`config.mk`:
```
export PLATFORM = sky130hd
export DESIGN_NAME = sdc_ctrl
export DESIGN_NICKNAME = d
export VERILOG_FILES = /design/src/sdc_ctrl_note_placeholder.sv /design/src/sdc_pkg.sv /design/src/sdc_ctrl.sv
export SDC_FILE = /design/constraint.sdc
export NUM_CORES = 1
export LEC_CHECK = 0
export BUFFER_PORTS_ARGS = -buffer_cell sky130_fd_sc_hd__buf_2
export CELL_PAD_IN_SITES_DETAIL_PLACEMENT = 0
export CELL_PAD_IN_SITES_GLOBAL_PLACEMENT = 1
export CORE_MARGIN = 2
export CORE_UTILIZATION = 45
export DETAILED_ROUTE_END_ITERATION = 6
export PLACE_DENSITY_LB_ADDON = 0.05
export SLEW_MARGIN = 40
export SYNTH_ARGS = -nofsm -noshare
export SYNTH_HDL_FRONTEND = slang
export SYNTH_SLANG_ARGS = --single-unit
```
`constraint.sdc`:
```
create_clock -name core_clk -period 3.15 [get_ports core_clk]
set_input_delay 0.1575 -clock core_clk [delete_from_list [all_inputs] [get_ports core_clk]]
set_output_delay 0.1575 -clock core_clk [all_outputs]
set_load 0.005 [all_outputs]
```
`src/sdc_ctrl_note_placeholder.sv`:
```
`timescale 1ns/10ps

```
`src/sdc_pkg.sv`:
```
package sdc_pkg;
   localparam int CLK_PS = 5000;
   localparam int ROW_COL_FAST_PS = 18000;
   localparam int ROW_COL_SLOW_PS = 19200;
   localparam int SR_EXIT_PS = 112500;
   localparam int REF_CYCLE_PS = 72000;
   localparam int T_RP_PS = 19200;
   localparam int T_RC_PS = 67500;
   localparam int T_REFI_PS = 7812500;
   localparam int REF_WINDOW_MS = 64;
   localparam int REF_ROWS = 8192;
   localparam int ROW_COL_PS = (ROW_COL_SLOW_PS > ROW_COL_FAST_PS) ?
      ROW_COL_SLOW_PS : ROW_COL_FAST_PS;
   localparam int ROW_COL_CYC = (ROW_COL_PS + CLK_PS - 1) / CLK_PS;
   localparam int SR_EXIT_CYC = (SR_EXIT_PS + CLK_PS - 1) / CLK_PS;
   localparam int REF_CYCLE_CYC = (REF_CYCLE_PS + CLK_PS - 1) / CLK_PS;
   localparam int RP_CYC = (T_RP_PS + CLK_PS - 1) / CLK_PS;
   localparam int RC_CYC = (T_RC_PS + CLK_PS - 1) / CLK_PS;
   localparam int REFI_CYC = T_REFI_PS / CLK_PS;
   localparam int ACT_GAP_CYC = 2;
   localparam int MODE_GAP_CYC = 2;
   localparam int WR_PRE_CYC = 2;
   localparam int LAST_WR_PRE_CYC = 2;
   localparam int WR_ACT_AUTO_CYC = 5;
   localparam int LAST_WR_COL_CYC = 1;
   localparam int COL_GAP_CYC = 1;
   localparam int MASK_FLOAT_CYC = 2;
   localparam int PRE_FLOAT_CYC = 3;
   localparam int CAS_LAT = 3;
   localparam int BA_W = 2;
   localparam int ROW_W = 13;
   localparam int COL_W = 9;
   localparam int DQ_W = 16;
   localparam int DM_W = 2;
   localparam int ADDR_W = BA_W + ROW_W + COL_W;
   localparam int REQ_W = 1 + ADDR_W + DQ_W + DM_W;
   localparam int FIFO_D = 4;
   localparam int TMR_W = 16;
   localparam int AP_BIT = 10;
   localparam logic [ROW_W-1:0] MODE_VAL = 13'h0030;
   localparam logic [3:0] CMD_NOP = 4'h7;
   localparam logic [3:0] CMD_ACT = 4'h3;
   localparam logic [3:0] CMD_RD = 4'h5;
   localparam logic [3:0] CMD_WR = 4'h4;
   localparam logic [3:0] CMD_PRE = 4'h2;
   localparam logic [3:0] CMD_REF = 4'h1;
   localparam logic [3:0] CMD_MRS = 4'h0;
   typedef enum logic [3:0] {
      ST_IDLE = 4'b0000,
      ST_INIT = 4'b0001,
      ST_PREA = 4'b0010,
      ST_IREF = 4'b0011,
      ST_MRS = 4'b0100,
      ST_ACT = 4'b0101,
      ST_RD = 4'b0110,
      ST_WR = 4'b0111,
      ST_REF = 4'b1000,
      ST_SR = 4'b1001,
      ST_WAIT = 4'b1010
   } sdc_state_type;
endpackage : sdc_pkg

```
`src/sdc_ctrl.sv`:
```
`timescale 1ns/10ps
module sdc_fifo #(
   parameter int W = 8,
   parameter int D = 4
) (
   // Clock, enable and reset
   input wire logic core_clk,
   input wire logic arst_n,
   input wire logic ce,
   // Fill side
   input wire logic in_valid,
   output logic in_ready,
   input wire logic [W-1:0] in_data,
   // Drain side
   output logic out_valid,
   input wire logic out_ready,
   output logic [W-1:0] out_data
);
   localparam int PW = (D > 1) ? $clog2(D) : 1;
   localparam int CW = $clog2(D + 1);
   logic [W-1:0] mem_q [D];
   logic [PW-1:0] wp_q;
   logic [PW-1:0] rp_q;
   logic [CW-1:0] cnt_q;
   logic [CW-1:0] cnt_d;
   logic rdy_q;
   logic in_fire;
   logic out_fire;

   assign in_fire = ce & in_valid & rdy_q;
   assign out_fire = ce & out_ready & out_valid;
   assign cnt_d = cnt_q + CW'(in_fire) - CW'(out_fire);
   assign in_ready = rdy_q;
   assign out_valid = (cnt_q != '0);
   assign out_data = mem_q[rp_q];

   always_ff @(posedge core_clk) begin
      if (in_fire) begin
         mem_q[wp_q] <= in_data;
      end
   end

   always_ff @(posedge core_clk or negedge arst_n) begin
      if (!arst_n) begin
         wp_q <= '0;
         rp_q <= '0;
         cnt_q <= '0;
         rdy_q <= 1'b0;
      end else if (ce) begin
         if (in_fire) begin
            wp_q <= (wp_q == PW'(D - 1)) ? '0 : wp_q + 1'b1;
         end
         if (out_fire) begin
            rp_q <= (rp_q == PW'(D - 1)) ? '0 : rp_q + 1'b1;
         end
         cnt_q <= cnt_d;
         // Registered so the ready port stays a flop output
         rdy_q <= (cnt_d != CW'(D));
      end
   end
endmodule : sdc_fifo

module sdc_ctrl
   import sdc_pkg::*;
#(
   parameter int INIT_WAIT_CYC = 20000
) (
   // Clock, enable, reset
   input wire logic core_clk,
   input wire logic ce,
   input wire logic arst_n,
   // User requests
   input wire logic req_valid,
   output logic req_ready,
   input wire logic req_write,
   input wire logic [ADDR_W-1:0] req_addr,
   input wire logic [DQ_W-1:0] req_wdata,
   input wire logic [DM_W-1:0] req_mask,
   // Read answers
   output logic rd_valid,
   output logic [DQ_W-1:0] rd_data,
   // Power control
   input wire logic sr_req,
   output logic sr_active,
   output logic init_done,
   // Memory pins
   output logic sd_cke,
   output logic sd_cs_n,
   output logic sd_ras_n,
   output logic sd_cas_n,
   output logic sd_we_n,
   output logic [BA_W-1:0] sd_ba,
   output logic [ROW_W-1:0] sd_addr,
   output logic [DM_W-1:0] sd_dqm,
   output logic [DQ_W-1:0] sd_dq_out,
   output logic sd_dq_oe,
   input wire logic [DQ_W-1:0] sd_dq_in
);
   sdc_state_type state_q;
   sdc_state_type nxt_q;
   logic [TMR_W-1:0] tmr_q;
   logic [3:0] cmd_q;
   logic [BA_W-1:0] ba_q;
   logic [ROW_W-1:0] a_q;
   logic [DM_W-1:0] dqm_q;
   logic [DQ_W-1:0] dq_q;
   logic oe_q;
   logic cke_q;
   logic sr_q;
   logic done_q;
   logic iref_q;
   logic [REQ_W-1:0] fifo_data;
   logic fifo_valid;
   logic pop;
   logic cur_wr_q;
   logic [ADDR_W-1:0] cur_addr_q;
   logic [DQ_W-1:0] cur_wdata_q;
   logic [DM_W-1:0] cur_mask_q;
   logic [TMR_W-1:0] ref_tmr_q;
   logic ref_pend_q;
   logic ref_set;
   logic ref_clr;
   logic [CAS_LAT:0] rd_pipe_q;
   logic rd_valid_q;
   logic [DQ_W-1:0] rd_data_q;

   // Command gap g in cycles becomes a wait count; two is the floor
   // because a command state and one wait state always lie between
   function automatic logic [TMR_W-1:0] gap(input int g);
      gap = (g < 2) ? '0 : TMR_W'(g - 2);
   endfunction : gap

   // Closed-page spacing covers row cycle, write recovery and turnaround
   localparam int RW_NEXT = ((RC_CYC - ROW_COL_CYC) > WR_ACT_AUTO_CYC) ?
      (RC_CYC - ROW_COL_CYC) : WR_ACT_AUTO_CYC;

   sdc_fifo #(
      .W(REQ_W),
      .D(FIFO_D)
   ) sdc_fifo_inst (
      .core_clk(core_clk),
      .arst_n(arst_n),
      .ce(ce),
      .in_valid(req_valid),
      .in_ready(req_ready),
      .in_data({req_write, req_addr, req_wdata, req_mask}),
      .out_valid(fifo_valid),
      .out_ready(pop),
      .out_data(fifo_data)
   );

   // Writes wait until read data has left the bus
   assign pop = ce && state_q == ST_IDLE && !ref_pend_q && !sr_req &&
      fifo_valid && (!fifo_data[REQ_W-1] || rd_pipe_q == '0);

   assign ref_clr = ce && (state_q == ST_REF || state_q == ST_SR);

   always_ff @(posedge core_clk or negedge arst_n) begin
      if (!arst_n) begin
         state_q <= ST_INIT;
         nxt_q <= ST_PREA;
         tmr_q <= TMR_W'(INIT_WAIT_CYC);
         cmd_q <= CMD_NOP;
         ba_q <= '0;
         a_q <= '0;
         dqm_q <= '1;
         dq_q <= '0;
         oe_q <= 1'b0;
         cke_q <= 1'b1;
         sr_q <= 1'b0;
         done_q <= 1'b0;
         iref_q <= 1'b0;
         cur_wr_q <= 1'b0;
         cur_addr_q <= '0;
         cur_wdata_q <= '0;
         cur_mask_q <= '0;
      end else if (ce) begin
         cmd_q <= CMD_NOP;
         oe_q <= 1'b0;
         // Held low on reads so all bytes drive two cycles on
         dqm_q <= '0;
         case (state_q)
            ST_INIT: begin
               if (tmr_q == '0) begin
                  state_q <= ST_PREA;
               end else begin
                  tmr_q <= tmr_q - 1'b1;
               end
            end
            ST_PREA: begin
               cmd_q <= CMD_PRE;
               a_q <= ROW_W'(1) << AP_BIT;
               tmr_q <= gap(RP_CYC);
               nxt_q <= ST_IREF;
               state_q <= ST_WAIT;
            end
            ST_IREF: begin
               cmd_q <= CMD_REF;
               iref_q <= 1'b1;
               tmr_q <= gap(REF_CYCLE_CYC);
               nxt_q <= iref_q ? ST_MRS : ST_IREF;
               state_q <= ST_WAIT;
            end
            ST_MRS: begin
               cmd_q <= CMD_MRS;
               ba_q <= '0;
               a_q <= MODE_VAL;
               tmr_q <= gap(MODE_GAP_CYC);
               nxt_q <= ST_IDLE;
               done_q <= 1'b1;
               state_q <= ST_WAIT;
            end
            ST_IDLE: begin
               if (ref_pend_q) begin
                  state_q <= ST_REF;
               end else if (sr_req) begin
                  state_q <= ST_SR;
               end else if (pop) begin
                  {cur_wr_q, cur_addr_q, cur_wdata_q, cur_mask_q} <=
                     fifo_data;
                  state_q <= ST_ACT;
               end
            end
            ST_ACT: begin
               cmd_q <= CMD_ACT;
               ba_q <= cur_addr_q[ADDR_W-1 -: BA_W];
               a_q <= cur_addr_q[COL_W +: ROW_W];
               // One access at a time keeps activates far apart
               tmr_q <= gap(ROW_COL_CYC > ACT_GAP_CYC ? ROW_COL_CYC :
                  ACT_GAP_CYC);
               nxt_q <= cur_wr_q ? ST_WR : ST_RD;
               state_q <= ST_WAIT;
            end
            ST_RD, ST_WR: begin
               cmd_q <= (state_q == ST_WR) ? CMD_WR : CMD_RD;
               a_q <= (ROW_W'(1) << AP_BIT) |
                  ROW_W'(cur_addr_q[COL_W-1:0]);
               // Data and mask ride on the write command edge
               dq_q <= cur_wdata_q;
               // Single-beat bursts end themselves; no stop is sent
               oe_q <= (state_q == ST_WR);
               if (state_q == ST_WR) begin
                  dqm_q <= cur_mask_q;
               end
               // Auto precharge replaces an explicit precharge
               tmr_q <= gap(RW_NEXT > WR_PRE_CYC + RP_CYC ? RW_NEXT :
                  WR_PRE_CYC + RP_CYC);
               nxt_q <= ST_IDLE;
               state_q <= ST_WAIT;
            end
            ST_REF: begin
               cmd_q <= CMD_REF;
               tmr_q <= gap(REF_CYCLE_CYC);
               nxt_q <= ST_IDLE;
               state_q <= ST_WAIT;
            end
            ST_SR: begin
               // Enter with refresh command and clock enable low
               if (!sr_q) begin
                  cmd_q <= CMD_REF;
                  cke_q <= 1'b0;
                  sr_q <= 1'b1;
               end else if (!sr_req) begin
                  cke_q <= 1'b1;
                  sr_q <= 1'b0;
                  // NOPs keep the clock running through the exit wait
                  tmr_q <= gap(SR_EXIT_CYC);
                  nxt_q <= ST_IDLE;
                  state_q <= ST_WAIT;
               end
            end
            ST_WAIT: begin
               if (tmr_q == '0) begin
                  state_q <= nxt_q;
               end else begin
                  tmr_q <= tmr_q - 1'b1;
               end
            end
            default: begin
               state_q <= ST_IDLE;
            end
         endcase
      end
   end

   // Distributed refresh timer; a tick beats a same-cycle clear
   assign ref_set = (ref_tmr_q == '0) ||
      (state_q == ST_SR && sr_q && !sr_req);

   always_ff @(posedge core_clk or negedge arst_n) begin
      if (!arst_n) begin
         ref_tmr_q <= TMR_W'(REFI_CYC - 1);
         ref_pend_q <= 1'b0;
      end else if (ce) begin
         ref_tmr_q <= (ref_tmr_q == '0) ? TMR_W'(REFI_CYC - 1) :
            ref_tmr_q - 1'b1;
         if (!done_q) begin
            ref_pend_q <= 1'b0;
         end else if (ref_set) begin
            ref_pend_q <= 1'b1;
         end else if (ref_clr) begin
            ref_pend_q <= 1'b0;
         end
      end
   end

   // Read data returns CAS latency after the command is on the pins
   always_ff @(posedge core_clk or negedge arst_n) begin
      if (!arst_n) begin
         rd_pipe_q <= '0;
         rd_valid_q <= 1'b0;
         rd_data_q <= '0;
      end else if (ce) begin
         rd_pipe_q <= {rd_pipe_q[CAS_LAT-1:0], state_q == ST_RD};
         rd_valid_q <= rd_pipe_q[CAS_LAT];
         if (rd_pipe_q[CAS_LAT]) begin
            rd_data_q <= sd_dq_in;
         end
      end
   end

   assign sd_cke = cke_q;
   assign sd_cs_n = cmd_q[3];
   assign sd_ras_n = cmd_q[2];
   assign sd_cas_n = cmd_q[1];
   assign sd_we_n = cmd_q[0];
   assign sd_ba = ba_q;
   assign sd_addr = a_q;
   assign sd_dqm = dqm_q;
   assign sd_dq_out = dq_q;
   assign sd_dq_oe = oe_q;
   assign rd_valid = rd_valid_q;
   assign rd_data = rd_data_q;
   assign sr_active = sr_q;
   assign init_done = done_q;
endmodule : sdc_ctrl

```
## Word-level counts from Yosys, hierarchy flattened

Memories as Yosys holds them, arrays and structs flattened.
Index checks and enable logic that the tools add are counted.

- $add $sub $neg: 6
- Multiply operators: 0
- Divide/modulo/power cells: 0
- Order comparisons: 0
- Equal/unequal tests: 21
- Shift-type cells: 0
- Multiplexer cells: 37
- Bitwise gates (word level): 6
- Reduce and logical (&&, ||, !) cells: 44

Operator list:

| kind | number |
|---|---|
| 16-bit case mux with 6 select lines | 1 |
| 16-bit 2-to-1 mux | 4 |
| 13-bit case mux with 4 select lines | 1 |
| 4-bit case mux with 5 select lines | 2 |
| 4-bit 2-to-1 mux | 9 |
| 16-bit logical NOT | 2 |
| 16-bit by 1-bit subtractor with 16-bit output (second input constant) | 2 |
| 2-bit AND reduction | 10 |
| 3-bit case mux with 6 select lines | 1 |
| 4-bit by 3-bit == test with 1-bit output (second input constant) | 4 |
| 4-bit == test (second input constant) | 3 |
| 1-bit 2-to-1 mux | 12 |
| 2-bit != test (second input constant) | 6 |
| 5-bit AND reduction | 2 |
| 4-bit by 2-bit == test with 1-bit output (second input constant) | 2 |
| 1-bit logical AND | 8 |
| 4-bit logical NOT | 2 |
| 2-bit 2-to-1 mux | 4 |
| 2-bit OR reduction | 4 |
| 7-bit OR reduction | 1 |
| 3-bit 2-to-1 mux | 2 |
| 6-bit AND reduction | 1 |
| 6-bit nonzero test | 1 |
| 5-bit nonzero test | 1 |
| other kinds (19) | 29 |

- Flip-flop bits (word level): 155
- Bits in latches: 0
- Bits in writable memories: 172
- Memory bits (read-only): 0
- Input bits: 64
- Memories: 1

Memories:

| memory | words | width | read ports | clocked after Yosys merged registers in | wr ports | line | text |
|---|---|---|---|---|---|---|---|
| sdc_fifo_inst.mem_q | 4 | 43 | 1 | 0 | 1 | sdc_ctrl.sv:21 | `logic [W-1:0] mem_q [D];` |

## Logic depth before layout (Yosys ltp)

Gate-level depths: netlist (run 1).

- Depth in word-level cells: 10
- Mapped depth: 14
- Gate-level depth less buffers: 12

## Cells and area by module

Synthesis (run 1) repeated with hierarchy kept, for this count alone.

- Cell total of the unflattened synthesis: 870
- Area, all modules: 13195.2 um^2

By module, submodules not included:

| module | times used | cells an instance | area each (um^2) | seq. area each (um^2) |
|---|---|---|---|---|
| sdc_fifo | 1 | 273 | 6720.2 | 5365.1 |
| sdc_ctrl | 1 | 597 | 6475.0 | 3651.0 |

## Worst setup path after synthesis (run 1)

No wires, ideal clock.

- Kind: flip-flop to flip-flop
- From: register state_q[3]
- To: register sdc_fifo_inst.rdy_q (netlist: sdc_fifo_inst.in_ready)
- Setup time: 0.126 ns
- Arrival time: 3.039 ns
- Path slack: -0.015 ns
- Stages on the path, launching flop included: 15
- Path buffers: 2
- Cells stage by stage: dfrtp_1 > buf_6 > nor2_1 > nand3_2 > or3_4 > nor2_8 > buf_12 > ha_1 > inv_1 > ha_1 > inv_1 > fa_1 > xor2_1 > xnor2_1 > o32a_1

- Cells in the longest elaborated chain, start to end: 10

RTL lines:

| item | line | text |
|---|---|---|
| start: declaration | sdc_ctrl.sv:99 | `sdc_state_type state_q;` |
| start signal: assignment | sdc_ctrl.sv:274 | `state_q <= nxt_q;` |
| 4-bit logical NOT | sdc_ctrl.sv:153 | `assign pop = ce && state_q == ST_IDLE && !ref_pend_q && !sr_req &&` |
| 1-bit logical AND (4 in a row) | sdc_ctrl.sv:153 |  |
| 1-bit logical AND | sdc_ctrl.sv:154 | `fifo_valid && (!fifo_data[REQ_W-1] \|\| rd_pipe_q == '0);` |
| 1-bit bitwise AND (2 in a row) | sdc_ctrl.sv:31 | `assign out_fire = ce & out_ready & out_valid;` |
| 3-bit by 1-bit subtractor with 3-bit output | sdc_ctrl.sv:32 | `assign cnt_d = cnt_q + CW'(in_fire) - CW'(out_fire);` |
| 3-bit != test | sdc_ctrl.sv:58 | `rdy_q <= (cnt_d != CW'(D));` |
| end signal: assignment | sdc_ctrl.sv:58 |  |
| end: declaration | sdc_ctrl.sv:26 | `logic rdy_q;` |

No other way between the ends.
A chain may end at the register's enable or synchronous reset.

## Final worst setup path (run 1)

- From: register ref_pend_q
- To: register sdc_fifo_inst.rdy_q (netlist: sdc_fifo_inst.in_ready)

- Cells in the longest elaborated chain, start to end: 9

RTL lines:

| item | line | text |
|---|---|---|
| start: declaration | sdc_ctrl.sv:120 | `logic ref_pend_q;` |
| start signal: assignment | sdc_ctrl.sv:293 | `ref_pend_q <= 1'b0;` |
| start signal: assignment | sdc_ctrl.sv:298 | `ref_pend_q <= 1'b0;` |
| start signal: assignment | sdc_ctrl.sv:300 | `ref_pend_q <= 1'b1;` |
| 1-bit logical NOT | sdc_ctrl.sv:153 |  |
| 1-bit logical AND (3 in a row) | sdc_ctrl.sv:153 |  |
| 1-bit logical AND | sdc_ctrl.sv:154 |  |
| 1-bit bitwise AND (2 in a row) | sdc_ctrl.sv:31 |  |
| 3-bit by 1-bit subtractor with 3-bit output | sdc_ctrl.sv:32 |  |
| 3-bit != test | sdc_ctrl.sv:58 |  |

No other way between the ends.

==> impl_metrics.tcl, run 1 <==
set metrics [dict create \
    fill_cells 2398 \
    netSwitchingPower_w 0.00421 \
    grt_remaining_overflow 0 \
    groute.usage.overall_pct 17.8 \
    worstMarginPinSlew_ps 752 \
    synth_enable_flop_cells 172 \
    via_per_inst 5.27 \
    antenna_violating_nets_post_route 0 \
    die_h_um 177 \
    synth.cell_area_um2 13400 \
    rows 63 \
    period_share_pct 92.7 \
    cts.reportedPaths.clkPinSlew_ps 60 \
    synth-seq-cells 325 \
    syn_avg_cell_area_um2 16.5 \
    result_of_the_run "finished clean" \
    vias 7548 \
    buffer_ports.inserted 121 \
    end_kind "flip-flop" \
    gr-usage-met1_pct 22.7 \
    cts_resized 0 \
    max-slew-margin-rel_pct 49.9 \
    clockRootBuffer "sky130_fd_sc_hd__clkbuf_16" \
    area_growth_pct 21.2 \
    sw_frac_of_total_pct 30.0 \
    place.gp.congestion 0.738 \
    grt_most_used_layer "met2" \
    seq_area_frac_synth_pct 67.3 \
    post_drt_wl_per_cell_um 18.8 \
    timing.final.hold_violations 0 \
    crit_arrival_ps 3310 \
    seq_power_share_pct 43.6 \
    max-vdd-ir-drop_v 0.000533 \
    core_area_um2 29500 \
    fin_crit_ps 2920 \
    reg2reg_slack_ps 230 \
    grt_max_degree 90 \
    async_reset_ff_share_pct 47.1 \
    path_max_fanout 3 \
    syn-instance-count 812 \
    clockBufferDepth 3 \
    endpoints_failing_setup 0 \
    combinationalPowerShare_pct 27.8 \
    tritoncts_num_sinks 325 \
    area.sequential_um2 9020 \
    slew_viol_final 0 \
    cts_hold_repair.buffers 61 \
    die_x_um 177 \
    post_synth_num_cell_types 71 \
    antenna_found_initial 2 \
    synth.yosys.warnings 0 \
    fin_worst_skew_ps 20.5 \
    net_count_final 1087 \
    layout-drive-gt1-share_pct 35.3 \
    final_core_util_pct 55.1 \
    worstSetupPathType "reg -> reg" \
    max_cap_violations 0 \
    multi_input_comb_area_um2 4030 \
    floorplan.die_area_um2 31200 \
    power_density_nw_per_um2 864 \
    fmaxAchievable_mhz 342 \
    finalWirelength_um 26900 \
    worst_ep_required_time_ps 3540 \
    hpwl_um 16200 \
    initial_utilization_pct 45.4 \
    remaining_drc_errors 0 \
    cts_tree "done" \
    tritoncts.num_buffers 36 \
    groute.layer.met2.usage_pct 31.2 \
    global_route_wire_length_before_repair_um 43400 \
    worst_skew_pair.late_latency_ps 530 \
    power.leakage_nw 6.47 \
    power.clock.fraction_pct 28.6 \
    number_of_global_route_vias_before_repair 8149 \
    most_instantiated_flip_flop_cell_in_the_synthesis_netlist "sky130_fd_sc_hd__edfxtp_1" \
    detail_route.iter0.violations 368 \
    global_route.usage.met3_pct 3.19 \
    design.portCount 123 \
    first_pass_iters 4 \
    internal-power_w 0.00982 \
    cts_post_setup_buffers_inserted 0 \
    syn_nets 887 \
    rsz0062_at_grt "no" \
    holdCritPathClass "in -> reg" \
    final_layout_setup_total_negative_slack_ps 0 \
    h-tree-depth 2 \
    cp-start-kind "flip-flop" \
]
## cell type report
class | instances | area share, %
well taps | 390 | 3.01
clock buffers | 48 | 6.14
inverters | 25 | 0.578
diodes | 2 | 0.0308
repair buffers | 203 | 8.96
multi-input cells | 421 | 24.8
flip-flops and latches | 325 | 55.6
clock inverters | 18 | 0.902
## state kept, by name (all words and copies together), names as in the netlist, 4 cells and up
name                 count
sd_dq_out               16
cur_addr_q              24
tmr_q                   16
rd_data                 16
sd_addr                 13
sdc_fifo_inst.mem_q    172
state_q                  4
cur_wdata_q             16
ref_tmr_q               16
rd_pipe_q                4
## per-stage QoR
stage	total power, W	std cells	worst slack (ps)	hold WS (ps)	instance area, um2
final	0.0140	1432	229	164	16200
after global routing	0.0149	1431	91.3	177	16200
after CTS	0.0142	1430	223	153	16200
after detailed placement	0.0101	1303	232	237	14500
after global placement	0.00996	1303	343	315	14500
after floorplan	0.00891	812	10.5	-138	13400
## per-layer routing
layer  part of all wire, %  vias to the layer above
li1                      -                     3516
met2                    52                      138
met4                   2.0                        0
met3                   4.3                       40
met1                    42                     3854
met5                     0                        -
## cells in the mapped netlist (15+ instances only)
cell / count / area (um2)
sky130_fd_sc_hd__dfstp_2: 18 / 473
sky130_fd_sc_hd__nand2_1: 33 / 124
sky130_fd_sc_hd__inv_1: 25 / 93.8
sky130_fd_sc_hd__clkbuf_1: 21 / 78.8
sky130_fd_sc_hd__o21ai_0: 32 / 160
sky130_fd_sc_hd__mux4_2: 43 / 968
sky130_fd_sc_hd__a21oi_1: 28 / 140
sky130_fd_sc_hd__edfxtp_1: 172 / 5160
sky130_fd_sc_hd__nor3_1: 15 / 75.1
sky130_fd_sc_hd__mux2_4: 39 / 586
sky130_fd_sc_hd__nor2_1: 29 / 109
sky130_fd_sc_hd__dfrtp_1: 135 / 3380
sky130_fd_sc_hd__mux2_2: 41 / 462
## kinds of logic after synthesis
logic type,Yosys count,share of synthesized area (%)
adders and majority gates,11,1.08
other,1,0.0280
xor gates and xnor gates,14,0.915
and+or+nand+nor,155,6.95
AOI/OAI and AO/OA,115,5.83
muxes,125,15.2
DFF,325,67.3
buffers and inverters,66,2.66
## final timing paths
kind | from | to | depth (start not counted)
min | ce | ref_tmr_q[0] | 4
max in group asynchronous | arst_n | rd_data[1] | 3
min in group asynchronous | arst_n | cur_addr_q[17] | 2
max reg2reg | ref_pend_q | sdc_fifo_inst.in_ready | 12
min reg2reg | cmd_q[0] | cmd_q[0] | 2
max | ref_pend_q | sdc_fifo_inst.in_ready | 12
## layout by cell type, fill, tap and decap left out, drive strengths merged, types with 8 or more instances in the layout
master,n
xnor2,10
mux2,81
nand3,11
clkinv,13
o21ai,33
mux4,43
clkbuf,48
dfstp,18
edfxtp,172
nand2b,8
o31ai,9
nand2,33
or4,8
nor2,30
inv,27
dfrtp,135
ha,10
nor3,17
buf,142
a31oi,8
a21oi,29
dlygate4sd3,61
## critical path, stage by stage, from the launching register on
cell and delay [ps]:
sky130_fd_sc_hd__dfrtp_1 390, sky130_fd_sc_hd__nor2_1 190, sky130_fd_sc_hd__nand3_2 130, sky130_fd_sc_hd__or3_4 430, sky130_fd_sc_hd__nor2_8 100, sky130_fd_sc_hd__ha_1 230
sky130_fd_sc_hd__inv_1 60, sky130_fd_sc_hd__ha_1 130, sky130_fd_sc_hd__inv_1 50, sky130_fd_sc_hd__fa_1 410, sky130_fd_sc_hd__xor2_1 240, sky130_fd_sc_hd__xnor2_1 110
sky130_fd_sc_hd__o32a_1 330
## power by group through the flow
stage / combinational, W / sequential (W) / clock, W
floorplan: 0.00283 / 0.00608 / 0
global placement: 0.00383 / 0.00613 / 0
detailed placement: 0.00391 / 0.00619 / 0
CTS: 0.00398 / 0.00612 / 0.00411
global route: 0.00434 / 0.00624 / 0.00429
finish: 0.00390 / 0.00611 / 0.00401
No activity file was read; power rests on OpenSTA's default activity.
==> run 2: changes to the inputs <==
--- a/config.mk
+++ b/config.mk
@@ -8,9 +8,10 @@
 export BUFFER_PORTS_ARGS = -buffer_cell sky130_fd_sc_hd__buf_2
 export CELL_PAD_IN_SITES_DETAIL_PLACEMENT = 0
 export CELL_PAD_IN_SITES_GLOBAL_PLACEMENT = 1
-export CORE_MARGIN = 2
+export CORE_MARGIN = 1
 export CORE_UTILIZATION = 45
 export DETAILED_ROUTE_END_ITERATION = 6
+export HOLD_SLACK_MARGIN = 0.05
 export PLACE_DENSITY_LB_ADDON = 0.05
 export SLEW_MARGIN = 40
 export SYNTH_ARGS = -nofsm -noshare
==> run 2 against run 1 <==
Effect of this change:
- sequential share of layout area shrank 0.16 points
- sequential cell count did not move
- first-iteration DRC count fell by 7.9%
- total power is 2.2% higher
- clock skew decreased by 8.6 ps
- core utilization up 1.0 points
- maximum frequency rose by 2.4%
- die area shrank 2.3%
==> impl_metrics.tcl, run 2 (synthesized netlist as in run 1, its figures left out) <==
set metrics [dict create \
    endpoints_failing_setup 0 \
    fin_crit_ps 2850 \
    largest-register "sdc_fifo_inst.mem_q" \
    buffer_ports.inserted 121 \
    h-tree-depth 2 \
    slew_viol_final 0 \
    place.gp.congestion 0.737 \
    layout-drive-gt1-share_pct 35.5 \
    worst_ep_required_time_ps 3550 \
    antenna_found_initial 3 \
    net_count_final 1087 \
    mostFrequentLayoutCell "sky130_fd_sc_hd__edfxtp_1" \
    vias 7571 \
    design.portCount 123 \
    layout_top_registers "sdc_fifo_inst.mem_q x172, cur_addr_q x24" \
    worstSetupPathType "reg -> reg" \
    core_area_um2 29000 \
    global_route.usage.met3_pct 3.65 \
    cts_tree "done" \
    cpPeakStageDelay_ps 430 \
    final_cell_mix "sky130_fd_sc_hd__edfxtp_1, sky130_fd_sc_hd__dfrtp_1, sky130_fd_sc_hd__buf_2" \
    path_cells "nor2_1 > nand3_2 > or3_4 > nor2_8 > ha_1 > inv_1 > ha_1 > inv_1 > fa_1 > xor2_1 > xnor2_1 > o32a_1" \
    via_per_inst 5.31 \
    grt_max_degree 76 \
    worstMarginPinSlew_ps 738 \
    initial_utilization_pct 46.2 \
    final_core_util_pct 56.1 \
    rsz0062_at_grt "no" \
    detail_route.iter0.violations 339 \
    number_of_global_route_vias_before_repair 8267 \
    tritoncts.num_buffers 36 \
    post_drt_wl_per_cell_um 19.0 \
    cell_at_the_slowest_stage_of_the_critical_path "sky130_fd_sc_hd__or3_4" \
    total_power_w 0.0143 \
    finalInstanceArea_um2 16300 \
    first_pass_iters 5 \
    remaining_drc_errors 0 \
    max-slew-margin-rel_pct 50.8 \
    final_layout_setup_total_negative_slack_ps 0 \
    antenna_violating_nets_post_route 0 \
    global_route_wire_length_before_repair_um 43900 \
    floorplan.die_area_um2 30500 \
    largest_register_ffs 172 \
    worst_hold_slack_ps 151 \
    die_h_um 175 \
    max-vdd-ir-drop_v 0.000795 \
    cts.reportedPaths.clkPinSlew_ps 60 \
    clockRootBuffer "sky130_fd_sc_hd__clkbuf_16" \
    result_of_the_run "finished clean" \
    grt_remaining_overflow 0 \
    power_density_nw_per_um2 880 \
    power.leakage_nw 6.51 \
    tritoncts_num_sinks 325 \
    worst_skew_pair.late_latency_ps 530 \
    grt_most_used_layer "met2" \
    clockBufferDepth 3 \
    fin_worst_skew_ps 11.9 \
    rows 62 \
    fill_cells 2326 \
    gr-usage-met1_pct 22.8 \
    groute.usage.overall_pct 18.4 \
    groute.layer.met2.usage_pct 32.6 \
    crit_arrival_ps 3250 \
    buf_inv_stages_crit_path 2 \
    timing.final.hold_violations 0 \
    holdCritPathClass "in -> reg" \
    die_x_um 175 \
    hpwl_um 16300 \
    finalWirelength_um 27100 \
    end_kind "flip-flop" \
    cts_post_setup_buffers_inserted 0 \
    path_max_fanout 3 \
    post_place_cell_area_um2 14400 \
    cp-start-kind "flip-flop" \
    max_cap_violations 0 \
    path_delay_family "simple AND/OR/NAND/NOR gates" \
    area_growth_pct 21.6 \
    fmaxAchievable_mhz 351 \
    period_share_pct 90.5 \
]
-- run 2: per-stage QoR --
step / worst slack, ps / std cells
5_1_grt: 159 / 1427
6_report: 299 / 1427
2_1_floorplan: 10.5 / 812
4_1_cts: 255 / 1424
3_5_place_dp: 276 / 1297
3_3_place_gp: 346 / 1297
-- run 2: worst paths after layout --
kind                                                to  depth (start not counted)  slack, ps  startpoint
worst max-delay path            sdc_fifo_inst.in_ready                         12        300  state_q[1]
worst min-delay path                      ref_tmr_q[0]                          4        150          ce
worst max register to register  sdc_fifo_inst.in_ready                         12        300  state_q[1]
worst min register to register                cmd_q[1]                          2        490    cmd_q[1]
max in group asynchronous                 ref_tmr_q[9]                          3       1880      arst_n
min in group asynchronous                    tmr_q[15]                          2        240      arst_n
-- run 2: area by class of cell --
type,instances,area [um2],area share [%]
sequential,325,9020,55.4
multi-input combinational,421,4030,24.7
timing repair buffer,203,1410,8.68
clock buffer,49,1020,6.27
tap,384,480,2.95
clock inverter,17,215,1.32
inverter,25,93.8,0.576
antenna,3,7.51,0.0461
-- run 2: report_power, final --
part           internal [W]  switching, W  leakage [nW]
combinational       0.00195       0.00195          2.41
clock               0.00263       0.00167         0.611
sequential          0.00552      0.000613          3.49
-- run 2: timing repair --
| item | 4_1_cts | 5_1_grt |
|---|---|---|
| resized for setup | 0 | 0 |
| hold buffers | 61 | 0 |
| hold endpoints to repair | 255 | 0 |
-- run 2: worst reg2reg max path, cell delays in order, from the launching register on --
cell                      delay (ps)
sky130_fd_sc_hd__dfrtp_1         370
sky130_fd_sc_hd__nor2_1          180
sky130_fd_sc_hd__nand3_2         140
sky130_fd_sc_hd__or3_4           430
sky130_fd_sc_hd__nor2_8          100
sky130_fd_sc_hd__ha_1            230
sky130_fd_sc_hd__inv_1            60
sky130_fd_sc_hd__ha_1            130
sky130_fd_sc_hd__inv_1            50
sky130_fd_sc_hd__fa_1            400
sky130_fd_sc_hd__xor2_1          220
sky130_fd_sc_hd__xnor2_1         100
sky130_fd_sc_hd__o32a_1          320
-- run 2: metal layers --
metal	wire (um)	part of all wire, %
met3	1030	3.8
met1	11600	43
met2	14000	52
met4	383	1.4
met5	0	0
